==> config.mk <==
export PLATFORM = sky130hd
export DESIGN_NAME = bandwidth_usage_monitor
export DESIGN_NICKNAME = d
export VERILOG_FILES = /design/src/verilog/bw_monitor_pkg.sv /design/src/verilog/bw_monitor_unit.sv /design/src/verilog/bandwidth_usage_monitor.sv
export SDC_FILE = /design/constraint.sdc
export NUM_CORES = 1
export LEC_CHECK = 0
export BUFFER_PORTS_ARGS = -buffer_cell sky130_fd_sc_hd__buf_2
export CAP_MARGIN = 30
export CORE_ASPECT_RATIO = 0.9
export CORE_MARGIN = 4
export CORE_UTILIZATION = 40
export DETAILED_ROUTE_END_ITERATION = 12
export HOLD_SLACK_MARGIN = 0.03
export SYNTH_ARGS = -nofsm -noshare
export SYNTH_HDL_FRONTEND = slang
export SYNTH_SLANG_ARGS = --single-unit
export TNS_END_PERCENT = 50
==> constraint.sdc <==
create_clock -name mclk -period 25.7 [get_ports mclk]
set_input_delay 1.285 -clock mclk [delete_from_list [all_inputs] [get_ports mclk]]
set_output_delay 1.285 -clock mclk [all_outputs]
set_load 0.005 [all_outputs]
==> src/verilog/bw_monitor_pkg.sv <==
// constants shared by the bandwidth usage monitor bank
// assumes a single clock domain and plain-port configuration
package bw_monitor_pkg;
  localparam int unsigned max_monitors = 65536;
  localparam int unsigned count_width = 32;
  localparam int unsigned partition_id_width = 16;
  localparam int unsigned group_width = 8;
  localparam int unsigned bytes_width = 8;
  localparam int unsigned trig_sel_width = 3;
  localparam int unsigned ext_events = 7;
  localparam logic [2:0] trig_sel_local = 3'h7;
  localparam logic reset_flag = 1'b0;
  localparam logic [31:0] reset_count = 32'h0;
endpackage

==> src/verilog/bw_monitor_unit.sv <==
// one bandwidth usage monitor: filter, live count, snapshot, flags
// assumes configuration is held stable by the parent's ports
module bw_monitor_unit #(
  parameter int unsigned cw = bw_monitor_pkg::count_width,
  parameter int unsigned pw = bw_monitor_pkg::partition_id_width,
  parameter int unsigned gw = bw_monitor_pkg::group_width,
  parameter int unsigned bw = bw_monitor_pkg::bytes_width
) (
  input wire logic mclk,
  input wire logic rst_n,
  input wire logic xfer_valid,
  input wire logic xfer_write,
  input wire logic [pw-1:0] xfer_partition_id,
  input wire logic [gw-1:0] xfer_monitoring_group,
  input wire logic [bw-1:0] xfer_bytes,
  input wire logic flt_count_reads,
  input wire logic flt_count_writes,
  input wire logic [pw-1:0] flt_partition_id,
  input wire logic [gw-1:0] flt_monitoring_group,
  input wire logic filter_write,
  input wire logic capture,
  input wire logic clear_on_snapshot,
  input wire logic wrap_clear,
  input wire logic nsf_write,
  input wire logic nsf_wdata,
  output logic [cw-1:0] count,
  output logic not_settled_flag,
  output logic [cw-1:0] snap_count,
  output logic snap_not_settled,
  output logic wrap_flag
);
  typedef struct packed {
    logic [cw-1:0] cnt;
    logic nsf;
    logic [cw-1:0] snap;
    logic snap_nsf;
    logic wrap;
  } unit_state_t;

  unit_state_t s_q;
  unit_state_t s_d;
  logic hit;
  logic [cw:0] sum;

  always_comb begin
    s_d = s_q;
    hit = xfer_valid && (xfer_write ? flt_count_writes : flt_count_reads)
      && xfer_partition_id == flt_partition_id && xfer_monitoring_group == flt_monitoring_group;
    sum = {1'b0, s_q.cnt} + (hit ? {{(cw+1-bw){1'b0}}, xfer_bytes} : {(cw+1){1'b0}});
    if (nsf_write) begin
      s_d.nsf = nsf_wdata;
    end
    if (capture) begin
      s_d.snap = s_q.cnt;
      s_d.snap_nsf = s_q.nsf;
      s_d.nsf = 1'b0;
    end
    // bytes of a transfer landing in the capture cycle go into the new interval
    if (capture && clear_on_snapshot) begin
      s_d.cnt = hit ? {{(cw-bw){1'b0}}, xfer_bytes} : '0;
    end else begin
      s_d.cnt = sum[cw-1:0];
    end
    if (wrap_clear) begin
      s_d.wrap = 1'b0;
    end
    if (!(capture && clear_on_snapshot) && sum[cw]) begin
      s_d.wrap = 1'b1; // set wins over clear
    end
    if (filter_write) begin
      s_d.nsf = 1'b1;
    end
  end

  always_ff @(posedge mclk or negedge rst_n) begin
    if (!rst_n) begin
      s_q <= '{cnt: '0, nsf: 1'b0, snap: '0, snap_nsf: 1'b0, wrap: 1'b0};
    end else begin
      s_q <= s_d;
    end
  end

  assign count = s_q.cnt;
  assign not_settled_flag = s_q.nsf;
  assign snap_count = s_q.snap;
  assign snap_not_settled = s_q.snap_nsf;
  assign wrap_flag = s_q.wrap;
endmodule // bw_monitor_unit

==> src/verilog/bandwidth_usage_monitor.sv <==
// bank of bandwidth usage monitors with capture-event selection
// assumes transfers and configuration ports are synchronous to mclk
// What this block does
// - component holds any number of monitors, at most 2^16
// - each monitor watches one partition and monitoring group pair
// - filter config picks reads, writes, partition and group
// - live count adds bytes of matching downstream transfers
// - capture event copies live count into the snapshot
// - writing the filter sets the not-settled flag
// - capture clears the live not-settled flag, unless the filter is written in the same cycle
// - snapshot takes the not-settled flag from before its clearing
// - capture may optionally also clear the live count
// - with clearing, snapshot holds one interval, live count the current one
// - trigger select field chooses which event source captures
// - local generator exists only when local_trigger_present is 1
// - writing local trigger with now bit set raises a local event
// - without local generator, select 7 never captures
// - clear-on-snapshot restarts count from bytes matching in the capture cycle, else zero
// - counter overflow sets wrap flag until software writes 0
module bandwidth_usage_monitor #(
  parameter int unsigned num_monitors = 4,
  parameter logic local_trigger_present = 1'b1,
  parameter int unsigned cw = bw_monitor_pkg::count_width
) (
  input wire logic mclk,
  input wire logic resetn,
  input wire logic xfer_valid,
  input wire logic xfer_write,
  input wire logic [bw_monitor_pkg::partition_id_width-1:0] xfer_partition_id,
  input wire logic [bw_monitor_pkg::group_width-1:0] xfer_monitoring_group,
  input wire logic [bw_monitor_pkg::bytes_width-1:0] xfer_bytes,
  input wire logic [bw_monitor_pkg::ext_events-1:0] ext_trigger,
  input wire logic local_trigger_write,
  input wire logic trigger_now_bit,
  input wire logic [num_monitors-1:0] flt_count_reads,
  input wire logic [num_monitors-1:0] flt_count_writes,
  input wire logic [num_monitors*bw_monitor_pkg::partition_id_width-1:0] flt_partition_id,
  input wire logic [num_monitors*bw_monitor_pkg::group_width-1:0] flt_monitoring_group,
  input wire logic [num_monitors-1:0] filter_write,
  input wire logic [num_monitors*bw_monitor_pkg::trig_sel_width-1:0] snapshot_trigger_select,
  input wire logic [num_monitors-1:0] clear_on_snapshot,
  input wire logic [num_monitors-1:0] wrap_clear,
  input wire logic [num_monitors-1:0] nsf_write,
  input wire logic [num_monitors-1:0] nsf_wdata,
  output logic local_trigger_present_o,
  output logic [num_monitors*cw-1:0] bandwidth_count,
  output logic [num_monitors-1:0] not_settled_flag,
  output logic [num_monitors*cw-1:0] bandwidth_count_snapshot,
  output logic [num_monitors-1:0] snap_not_settled,
  output logic [num_monitors-1:0] wrap_flag
);
  typedef struct packed {
    logic [1:0] rst_sync;
    logic local_evt;
  } top_state_t;

  top_state_t s_q;
  top_state_t s_d;
  logic rst_n;
  logic [num_monitors-1:0] capture;

  // selects 0..6 map to external lines, 7 to the local generator
  function automatic logic pick_event(input logic [2:0] sel, input logic [6:0] ext, input logic loc);
    pick_event = (sel == bw_monitor_pkg::trig_sel_local) ? loc : ext[sel];
  endfunction

  always_ff @(posedge mclk or negedge resetn) begin
    if (!resetn) begin
      s_q <= '{rst_sync: 2'h0, local_evt: 1'b0};
    end else begin
      s_q <= s_d;
    end
  end

  always_comb begin
    s_d.rst_sync = {s_q.rst_sync[0], 1'b1};
    s_d.local_evt = local_trigger_present && local_trigger_write && trigger_now_bit;
  end

  assign rst_n = s_q.rst_sync[1];
  assign local_trigger_present_o = local_trigger_present;

  // num_monitors must not exceed bw_monitor_pkg::max_monitors; the integrator keeps to it

  for (genvar i = 0; i < num_monitors; i++) begin : g_mon
    assign capture[i] = pick_event(snapshot_trigger_select[i*3 +: 3], ext_trigger, s_q.local_evt);
    bw_monitor_unit #(.cw(cw)) u_unit (
      .mclk(mclk),
      .rst_n(rst_n),
      .xfer_valid(xfer_valid),
      .xfer_write(xfer_write),
      .xfer_partition_id(xfer_partition_id),
      .xfer_monitoring_group(xfer_monitoring_group),
      .xfer_bytes(xfer_bytes),
      .flt_count_reads(flt_count_reads[i]),
      .flt_count_writes(flt_count_writes[i]),
      .flt_partition_id(flt_partition_id[i*bw_monitor_pkg::partition_id_width +: bw_monitor_pkg::partition_id_width]),
      .flt_monitoring_group(flt_monitoring_group[i*bw_monitor_pkg::group_width +: bw_monitor_pkg::group_width]),
      .filter_write(filter_write[i]),
      .capture(capture[i]),
      .clear_on_snapshot(clear_on_snapshot[i]),
      .wrap_clear(wrap_clear[i]),
      .nsf_write(nsf_write[i]),
      .nsf_wdata(nsf_wdata[i]),
      .count(bandwidth_count[i*cw +: cw]),
      .not_settled_flag(not_settled_flag[i]),
      .snap_count(bandwidth_count_snapshot[i*cw +: cw]),
      .snap_not_settled(snap_not_settled[i]),
      .wrap_flag(wrap_flag[i])
    );
  end
endmodule // bandwidth_usage_monitor

==> results of run 1 <==
==> power breakdown <==
group	leakage [uW]	internal (uW)	switching [uW]
registers	0.00375	431	2.51
clock network	0.000482	258	174
logic	0.00516	37.4	56.2
==> cell usage in the layout (no fill, tap or decap), types with 30 or more instances in the layout <==
cell and n:
or3_1 33, nor2_1 60, a21oi_1 82, clkbuf_16 30, o31ai_1 42, inv_1 47
o21ai_0 75, nand3_1 37, ha_1 32, and2_1 37, buf_2 449, dfrtp_1 270
xnor2_1 36, mux2_2 115, xor2_1 89, nand2_1 77, or4_1 35
==> area by class of cell <==
cell class / instances / area share [%]
timing repair buffer: 468 / 13.1
clock buffer: 41 / 4.54
tap: 476 / 3.21
multi-input combinational: 1021 / 40.7
sequential: 271 / 36.6
antenna: 6 / 0.0810
inverter: 47 / 0.951
clock inverter: 10 / 0.769
==> cells in the mapped netlist, types with 11 or more instances <==
cell type and count:
nand4_1 28, inv_1 47, nor3_1 25, or3_1 33, o31ai_1 42, nand2_1 77, o21ai_0 75, a21oi_1 82
a21o_1 13, nor4_1 20, xnor2_1 36, o211ai_1 25, nand3_1 37, xor2_1 89, or4_1 35, buf_4 13
mux2_2 115, clkbuf_1 46, ha_1 32, nor2_1 60, nor2b_1 11, and2_1 37, a31o_2 19, dfrtp_1 271
==> through the flow <==
step	cell area, sq um	power [uW]	setup slack, ns
floorplan	14800	494	17.62
global placement	17500	535	20.01
detailed placement	17500	536	20.11
CTS	18500	972	20.72
global route	18500	997	20.44
finish	18500	959	20.64
==> sequential cells by signal, summed over array words and instances (netlist names) <==
signal,flops
s_d,1
g_mon.u_unit.count,128
g_mon.u_unit.wrap_flag,4
rst_n,1
g_mon.u_unit.snap_count,128
s_q,1
g_mon.u_unit.snap_not_settled,4
g_mon.u_unit.not_settled_flag,4
==> worst max-delay path, stage by stage <==
cell	delay, ns
buf_2	0.15
xor2_1	0.17
nor4_1	0.38
nand3_1	0.23
nor4_2	0.92
and2_1	0.23
ha_1	0.19
inv_1	0.07
fa_1	0.38
nand2b_1	0.19
a21oi_1	0.32
nor3_2	0.17
buf_6	0.19
or4_1	0.51
a21oi_1	0.15
==> metal layers <==
layer,GRT usage (%),up-vias,part of all wire (%)
li1,-,6045,-
met1,29.3,6301,42
met2,39.7,367,50
met3,4.41,64,5.5
met4,5.73,0,2.4
met5,0,-,0
==> worst paths after layout <==
path,to,start,depth (start not counted),slack (ns)
max in group asynchronous,g_mon[1].u_unit.snap_count[2],rst_n,2,24.13
setup / recovery,g_mon[1].u_unit.count[28],xfer_partition_id[10],15,20.64
setup reg to reg,g_mon[2].u_unit.count[23],g_mon[2].u_unit.count[6],6,22.88
hold / removal,g_mon[0].u_unit.count[8],rst_n,0,0.10
hold reg to reg,g_mon[0].u_unit.count[8],rst_n,0,0.10
min in group mclk,rst_n,s_d[2],0,0.35
==> logic make-up after synthesis <==
kind of cell | count (synthesis) | synth area share (%)
buffers and inverters | 119 | 3.51
other | 1 | 0.0254
and+or+nand+nor | 411 | 15.5
AOI/OAI and AO/OA | 317 | 13.9
DFF | 271 | 45.9
adders and majority gates | 36 | 3.25
muxes | 130 | 10.5
xor gates and xnor gates | 125 | 7.41
==> flow_summary.yaml, run 1 <==
status:
  outcome: "finished clean"
floorplan:
  start_util_pct: 40.7
  rows: 66
  ios: 450
  core_area_sq_mm: 0.0363
  dieArea_sq_mm: 0.0401
  die_w_um: 211
  die_h_um: 190
sta:
  period_minus_slack_ns: 5.06
  holdWs_ns: 0.103
  finalSetupViolCount: 0
  max-slew-margin-rel_pct: 32.1
  skew_ns: 0.0212
  fin_tns_setup_ns: 0
  slew_viol_final: 0
  worst_pin_slew_ns: 1.01
  finalHoldViolCount: 0
  maxClockFrequency_ghz: 0.198
  fin_crit_sh_pct: 19.7
  rsz0062_at_grt: "false"
synthesis:
  async_flop_share_pct: 100
  syn_area_per_cell_sq_um: 10.5
  synth_top_area_cell: "dfrtp_1"
  ys_ff_latch: 271
  synth_area_sq_mm: 0.0148
  synth_top_area_share_pct: 45.9
  ys.flop_type: "dfrtp_1"
  ys_types: 66
  yosys_warnings: 0
  synthCells: 1410
  synth.yosys.seq_area_share_pct: 45.9
  synth-edff-count: 0
  synth.area.top_cells: "dfrtp_1 (46%), mux2_2 (8.8%), xor2_1 (5.3%)"
finish:
  final-seq-area_sq_mm: 0.00679
  layout-drive-gt1-share_pct: 36.8
  nNetsFinal: 2056
  area_growth_pct: 25.5
  n_fill_cell: 3431
  multi_input_area_sq_mm: 0.00755
  fin_util_pct: 51.0
  fin_cells: 2340
route:
  drt_iter0_drc: 747
  routedWlPerCell_um: 20.3
  drtAntennaViolNets: 0
  via_count: 12777
  dr.pass1.iters: 7
  vias_per_cell: 5.46
  drt-total-wl_mm: 47.5
  drc: 0
cts:
  numClockSinks: 271
  cts-resized-gates: 0
  cts_tree: "done"
  clk_path_buf_depth: 3
  cts-hold-fix-buffers: 0
  cts_max_level: 1
  clk_pin_slew_worst_paths_ns: 0.06
  worstSkewPairLatency_ns: 0.56
  clockRootBuffer: "clkbuf_16"
  cts_setup_buffers: 0
  numCtsBuffers: 30
worst_setup_path:
  start_kind: "input pin"
  crit_type: "in2reg"
  worst_ep_arrival_time_ns: 5.55
  endpoint_kind: "flop"
  worstPathMaxFanout: 16
  critPathRequiredTime_ns: 26.19
job:
  maxCapViolCount: 0
place:
  hpwl_mm: 37.0
  place_inst: 2282
  numPortBuffers: 448
  place_congestion: 0.912
pwr:
  ir_drop_v: 0.0000403
  p_per_area_mw_per_mm2: 51.7
  leakage_uw: 0.00939
grt:
  grt_max_degree: 73
  grt_first_pass_wirelength_mm: 72.9
  grt_util_all_layers_pct: 22.8
  antenna_found_initial: 7
  grt_pass1_vias: 12593
  grt_remaining_overflow: 0
hold_path:
  hold_class: "reg2async"
No activity file was read; power rests on OpenSTA's default activity.
==> run 2, diff against run 1 <==
- ABC_AREA: default -> 1
- PLACE_DENSITY: default -> 0.66
- clock period: 25.7 -> 4.3 ns (I/O delays scaled with it)
==> flow_summary.yaml, run 2 <==
status:
  outcome: "finished clean"
sta:
  maxClockFrequency_ghz: 0.379
  finalHoldViolCount: 0
  holdWs_ns: 0.0946
  fin_tns_setup_ns: 0
  finalSetupViolCount: 0
  fin_crit_sh_pct: 61.4
  slew_viol_final: 0
  skew_ns: 0.0261
  period_minus_slack_ns: 2.64
  rsz0062_at_grt: "false"
  worst_pin_slew_ns: 0.854
  max-slew-margin-rel_pct: 43.1
pwr:
  p_per_area_mw_per_mm2: 294
  finalPower_uw: 6140
  ir_drop_v: 0.000236
  leakage_uw: 0.0125
hold_path:
  min_delay_worst_endpoint: "g_mon[3].u_unit.count[22]"
  worstHoldPathCells: 4
  hold_class: "in2reg"
  min_from: "clear_on_snapshot[3]"
worst_setup_path:
  r2r_start: "g_mon[0].u_unit.count[0]"
  worstPathMaxFanout: 9
  cpPeakStageDelay_ns: 0.36
  rr_worst_depth: 11
  critPathRequiredTime_ns: 4.75
  reg2reg_slack_ns: 2.19
  start_kind: "input pin"
  path_common_cell: "nand2_1"
  endpoint_kind: "flop"
  rr_endpoint: "g_mon[0].u_unit.count[28]"
  crit_type: "in2reg"
  crit_chain: "buf_2 > inv_2 > nand2_1 > nand2_1 > nor2_1 > nand2_1 > nor2_1 > nand2_2 > nor2_8 > inv_4 > nor2_1 > ha_1 > inv_1 > fa_1 > inv_1 > nand3_1 > nand3_1 > nand2_1 > nand2_1 > nand2_1 > nor2_1 > nand2_1 > o21ai_0"
  worst_ep_arrival_time_ns: 3.09
  slowest_stage: "fa_1"
synthesis:
  synth-edff-count: 0
  yosys_warnings: 0
  synthCells: 2506
  synth_top_area_share_pct: 40.2
  synth_common_cells: "nand2_1 (1,012), inv_1 (305), dfrtp_1 (271)"
  async_flop_share_pct: 100
  synth_area_sq_mm: 0.0169
  synth.yosys.seq_area_share_pct: 40.2
  yosysMostFrequentCell: "nand2_1"
  syn_area_per_cell_sq_um: 6.73
  ys.flop_type: "dfrtp_1"
  ys_ff_latch: 271
  ys_types: 38
  synth.area.top_cells: "dfrtp_1 (40%), nand2_1 (23%), inv_1 (6.8%)"
  synth_top_area_cell: "dfrtp_1"
floorplan:
  start_util_pct: 40.4
  dieArea_sq_mm: 0.0455
  ios: 450
  die_h_um: 203
  core_area_sq_mm: 0.0418
  rows: 71
  die_w_um: 224
route:
  drt-total-wl_mm: 62.1
  routedWlPerCell_um: 17.5
  drtAntennaViolNets: 0
  via_count: 17283
  vias_per_cell: 4.88
  drt_iter0_drc: 1269
  dr.pass1.iters: 7
  drc: 0
finish:
  layout-drive-gt1-share_pct: 20.8
  layout_common_cells: "nand2_1 (1,012), buf_2 (448), inv_1 (305)"
  nNetsFinal: 3185
  area_growth_pct: 24.1
  mostFrequentLayoutCell: "nand2_1"
cts:
  numClockSinks: 271
  cts_tree: "done"
  clk_path_buf_depth: 3
  cts-resized-gates: 0
  clk_pin_slew_worst_paths_ns: 0.06
  clockRootBuffer: "clkbuf_16"
  numCtsBuffers: 34
  cts_max_level: 2
  cts_setup_buffers: 0
  worstSkewPairLatency_ns: 0.56
job:
  maxCapViolCount: 0
place:
  place_congestion: 0.984
  numPortBuffers: 448
  hpwl_mm: 49.3
grt:
  grt_pass1_vias: 16720
  grt_remaining_overflow: 0
  antenna_found_initial: 4
  grt_first_pass_wirelength_mm: 95.5
  grt_util_all_layers_pct: 26.7
  grt_max_degree: 135
## run 2: cell types whose count changed in the layout (fill, tap and decap cells not counted), moves of 35 or more
cell / delta
o21ai_1: +58
nor2_1: +194
xor2_1: -62
o31ai_1: -42
or4_1: -35
inv_1: +258
inv_2: +40
nand3_1: +145
mux2_2: -115
o21ai_0: -36
nand2_1: +935
## run 2: final cells by class
class	instances	area, sq um
antenna	4	10.0
clock buffer	47	981
clock inverter	14	173
fill	4302	20800
inverter	356	1360
multi-input combinational	1831	8410
sequential	271	6790
tap	547	684
timing repair buffer	474	2520
## run 2: worst max-delay path by stage
stage	from	endpoint	slack (ns)	cells after the start
floorplan	rst_n	g_mon[0].u_unit.count[0]	1.60	0
CTS	xfer_partition_id[13]	g_mon[3].u_unit.wrap_flag	1.71	23
global placement	xfer_partition_id[13]	g_mon[3].u_unit.count[28]	1.19	22
finish	xfer_partition_id[13]	g_mon[3].u_unit.wrap_flag	1.66	23
detailed placement	xfer_partition_id[13]	g_mon[3].u_unit.wrap_flag	1.15	23
global route	xfer_partition_id[13]	g_mon[3].u_unit.wrap_flag	1.31	23
## run 2: worst max-delay path, delay by kind of cell
| kind | cells | cell delay, ns |
|---|---|---|
| adder cells (fa/ha/maj) | 2 | 0.54 |
| AND/OR/NAND/NOR | 15 | 1.77 |
| buffers and inverters | 5 | 0.48 |
| AO/OA/AOI/OAI | 1 | 0.08 |
## run 2: per-stage QoR
step | utilization [%] | instance area [sq um] | setup WS (ns) | std cells
finish | 50.1 | 20900 | 1.66 | 3544
CTS | 50.1 | 20900 | 1.71 | 3540
detailed placement | 46.8 | 19500 | 1.15 | 3455
global route | 50.1 | 20900 | 1.31 | 3542
global placement | 46.8 | 19500 | 1.19 | 3455
floorplan | - | 16900 | 1.60 | 2507
## run 2: layer usage
| layer | global-route usage [%] | routed length [um] | up-vias | part of all wire (%) |
|---|---|---|---|---|
| met5 | 0 | 0 | - | 0 |
| met4 | 9.01 | 2140 | 0 | 3.4 |
| met3 | 5.81 | 4890 | 97 | 7.9 |
| met2 | 42.4 | 27800 | 632 | 45 |
| met1 | 36.3 | 27200 | 7921 | 44 |
| li1 | - | - | 8633 | - |
## run 2: where the power goes
group          total [uW]  switching (uW)  internal, uW
clock network        2970            1180          1790
logic                 604             428           176
registers            2570            7.37          2560
total                6140            1620          4520
## run 2: kinds of logic after synthesis
kind of cell               Yosys count  share of synthesized area, %
and+or+nand+nor                   1581                          39.4
buffers and inverters              405                          9.94
DFF                                271                          40.2
AOI/OAI and AO/OA                  161                          4.95
xor gates and xnor gates            51                          2.65
adders and majority gates           36                          2.85
other                                1                        0.0222
## run 2: repair_timing
| action | 4_1_cts | 5_1_grt |
|---|---|---|
| endpoints found under the hold margin | 43 | 0 |
| hold buffers | 24 | 0 |
| setup endpoints to repair | 0 | 0 |
==> run 3, diff against run 2 <==
- ABC_AREA: 1 -> 0
- PLACE_DENSITY: 0.66 -> 0.67
- clock period: 4.3 -> 2.14 ns (I/O delays scaled with it)
==> flow_summary.yaml, run 3 (synthesized netlist as in run 1, its figures left out) <==
grt:
  antenna_found_initial: 16
  grt_remaining_overflow: 0
  grt_util_all_layers_pct: 26.5
  grt_max_degree: 85
  grt_pass1_vias: 15169
  grt_first_pass_wirelength_mm: 85.1
sta:
  finalHoldViolCount: 0
  rsz0062_at_grt: "true"
  fin_crit_sh_pct: 131
  worst_pin_slew_ns: 0.822
  max-slew-margin-rel_pct: 45.0
  maxClockFrequency_ghz: 0.356
  holdWs_ns: 0.0667
  finalSetupViolCount: 119
  skew_ns: 0.0218
  slew_viol_final: 0
  period_minus_slack_ns: 2.81
  final.setup.worst_slack_ns: -0.672
route:
  drc: 0
  routedWlPerCell_um: 20.8
  vias_per_cell: 5.48
  wl_met3_mm: 3.22
  dr.pass1.iters: 5
  highest-signal-layer: "met5"
  met1_length_mm: 21.5
  drt-total-wl_mm: 55.8
  drt_iter0_drc: 892
  via_count: 14687
  wl_met2_mm: 28.5
  drtAntennaViolNets: 0
place:
  place_inst: 2518
  numPortBuffers: 448
  dp_slack_ns: -1.59
  place_congestion: 0.995
  hpwl_mm: 40.5
worst_setup_path:
  rr_worst_depth: 10
  reg2reg_slack_ns: -0.16
  endpoint_kind: "flop"
  crit_end: "g_mon[0].u_unit.count[22]"
  critPathRequiredTime_ns: 2.64
  worstPathMaxFanout: 6
  rr_endpoint: "g_mon[0].u_unit.count[28]"
  startpoint: "xfer_partition_id[3]"
  r2r_start: "g_mon[0].u_unit.count[0]"
  start_kind: "input pin"
  worst_ep_arrival_time_ns: 3.31
  crit_type: "in2reg"
finish:
  mostFrequentLayoutCell: "buf_2"
  n_fill_cell: 2881
  area_growth_pct: 57.8
  layout_common_cells: "buf_2 (431), dfrtp_1 (270), buf_4 (245)"
  fin_util_pct: 64.1
  layout-drive-gt1-share_pct: 56.6
  fin_cells: 2681
  nNetsFinal: 2389
hold_path:
  hold_class: "in2reg"
  min_from: "xfer_bytes[5]"
  worstHoldPathCells: 3
cts:
  numClockSinks: 271
  cts_tree: "done"
  clockRootBuffer: "clkbuf_16"
  worstSkewPairLatency_ns: 0.57
  clk_path_buf_depth: 3
  cts_max_level: 1
  clk_pin_slew_worst_paths_ns: 0.06
  numCtsBuffers: 30
status:
  violations: "negative setup slack"
  outcome: "finished, violations left"
pwr:
  leakage_uw: 0.0115
  ir_drop_v: 0.000492
  p_per_area_mw_per_mm2: 504
floorplan:
  die_h_um: 190
  ios: 450
  core_area_sq_mm: 0.0363
  die_w_um: 211
  start_util_pct: 40.7
  dieArea_sq_mm: 0.0401
  rows: 66
job:
  maxCapViolCount: 0
==> run 3: changes by cell type in the layout (fill, tap and decap cells not counted), sizes merged, moves of 115 or more <==
cell,delta
inv,-305
buf,+317
nand2,-952
mux2,+115
nand3,-151
nor2,-217
==> run 3: area by class of cell <==
| type | count | area [sq um] | area share, % |
|---|---|---|---|
| Clock buffer | 44 | 903 | 3.88 |
| Tap cell | 476 | 596 | 2.56 |
| Inverter | 47 | 176 | 0.757 |
| Clock inverter | 8 | 63.8 | 0.274 |
| Timing Repair Buffer | 800 | 5520 | 23.7 |
| Antenna cell | 13 | 32.5 | 0.140 |
| Sequential cell | 271 | 6790 | 29.1 |
| Multi-Input combinational cell | 1022 | 9230 | 39.6 |
==> run 3: layer usage <==
| metal | vias up | global-route usage, % |
|---|---|---|
| met5 | - | 0 |
| met4 | 4 | 11.5 |
| li1 | 6709 | - |
| met2 | 542 | 46.1 |
| met3 | 137 | 4.26 |
| met1 | 7295 | 32.6 |
==> run 3: timing repair <==
| action | CTS | global route |
|---|---|---|
| setup endpoints to repair | 124 | 143 |
| pin swaps | 176 | 105 |
| buffers inserted | 43 | 20 |
| hold endpoints to repair | 34 | 0 |
| gates cloned | 9 | 0 |
| hold buffers | 32 | 0 |
| gates resized for setup | 283 | 147 |
==> run 3: power by group <==
group          internal, uW  switching, uW
registers              5170           33.9
logic                   696            804
clock network          2910           2130
==> run 3: how the worst min path moves through the flow <==
stage                                to  slack [ns]
5_1_grt        g_mon[0].u_unit.count[5]        0.05
6_report       g_mon[0].u_unit.count[5]        0.07
3_5_place_dp                     s_d[2]       -0.07
2_1_floorplan                    s_d[2]       -0.19
4_1_cts        g_mon[1].u_unit.count[0]        0.04
3_3_place_gp                     s_d[2]       -0.07
==> run 3: critical path, cell delays in order <==
cell,delay [ns]
clkbuf_4,0.17
o22ai_1,0.11
or4_4,0.55
nor4b_4,0.30
buf_6,0.17
and2_4,0.15
ha_4,0.13
inv_2,0.04
fa_2,0.36
nor2b_4,0.14
o31a_1,0.16
buf_6,0.14
o311ai_4,0.13
or4_1,0.50
a21oi_1,0.14
==> run 3: per-stage QoR <==
stage / TNS (ns) / instance area [sq um] / power [uW]
2_1_floorplan: -258.71 / 14800 / 5940
5_1_grt: -63.81 / 23300 / 12200
3_3_place_gp: -148.33 / 19400 / 6580
6_report: -50.08 / 23300 / 11700
4_1_cts: -43.85 / 22500 / 11800
3_5_place_dp: -157.19 / 19400 / 6600
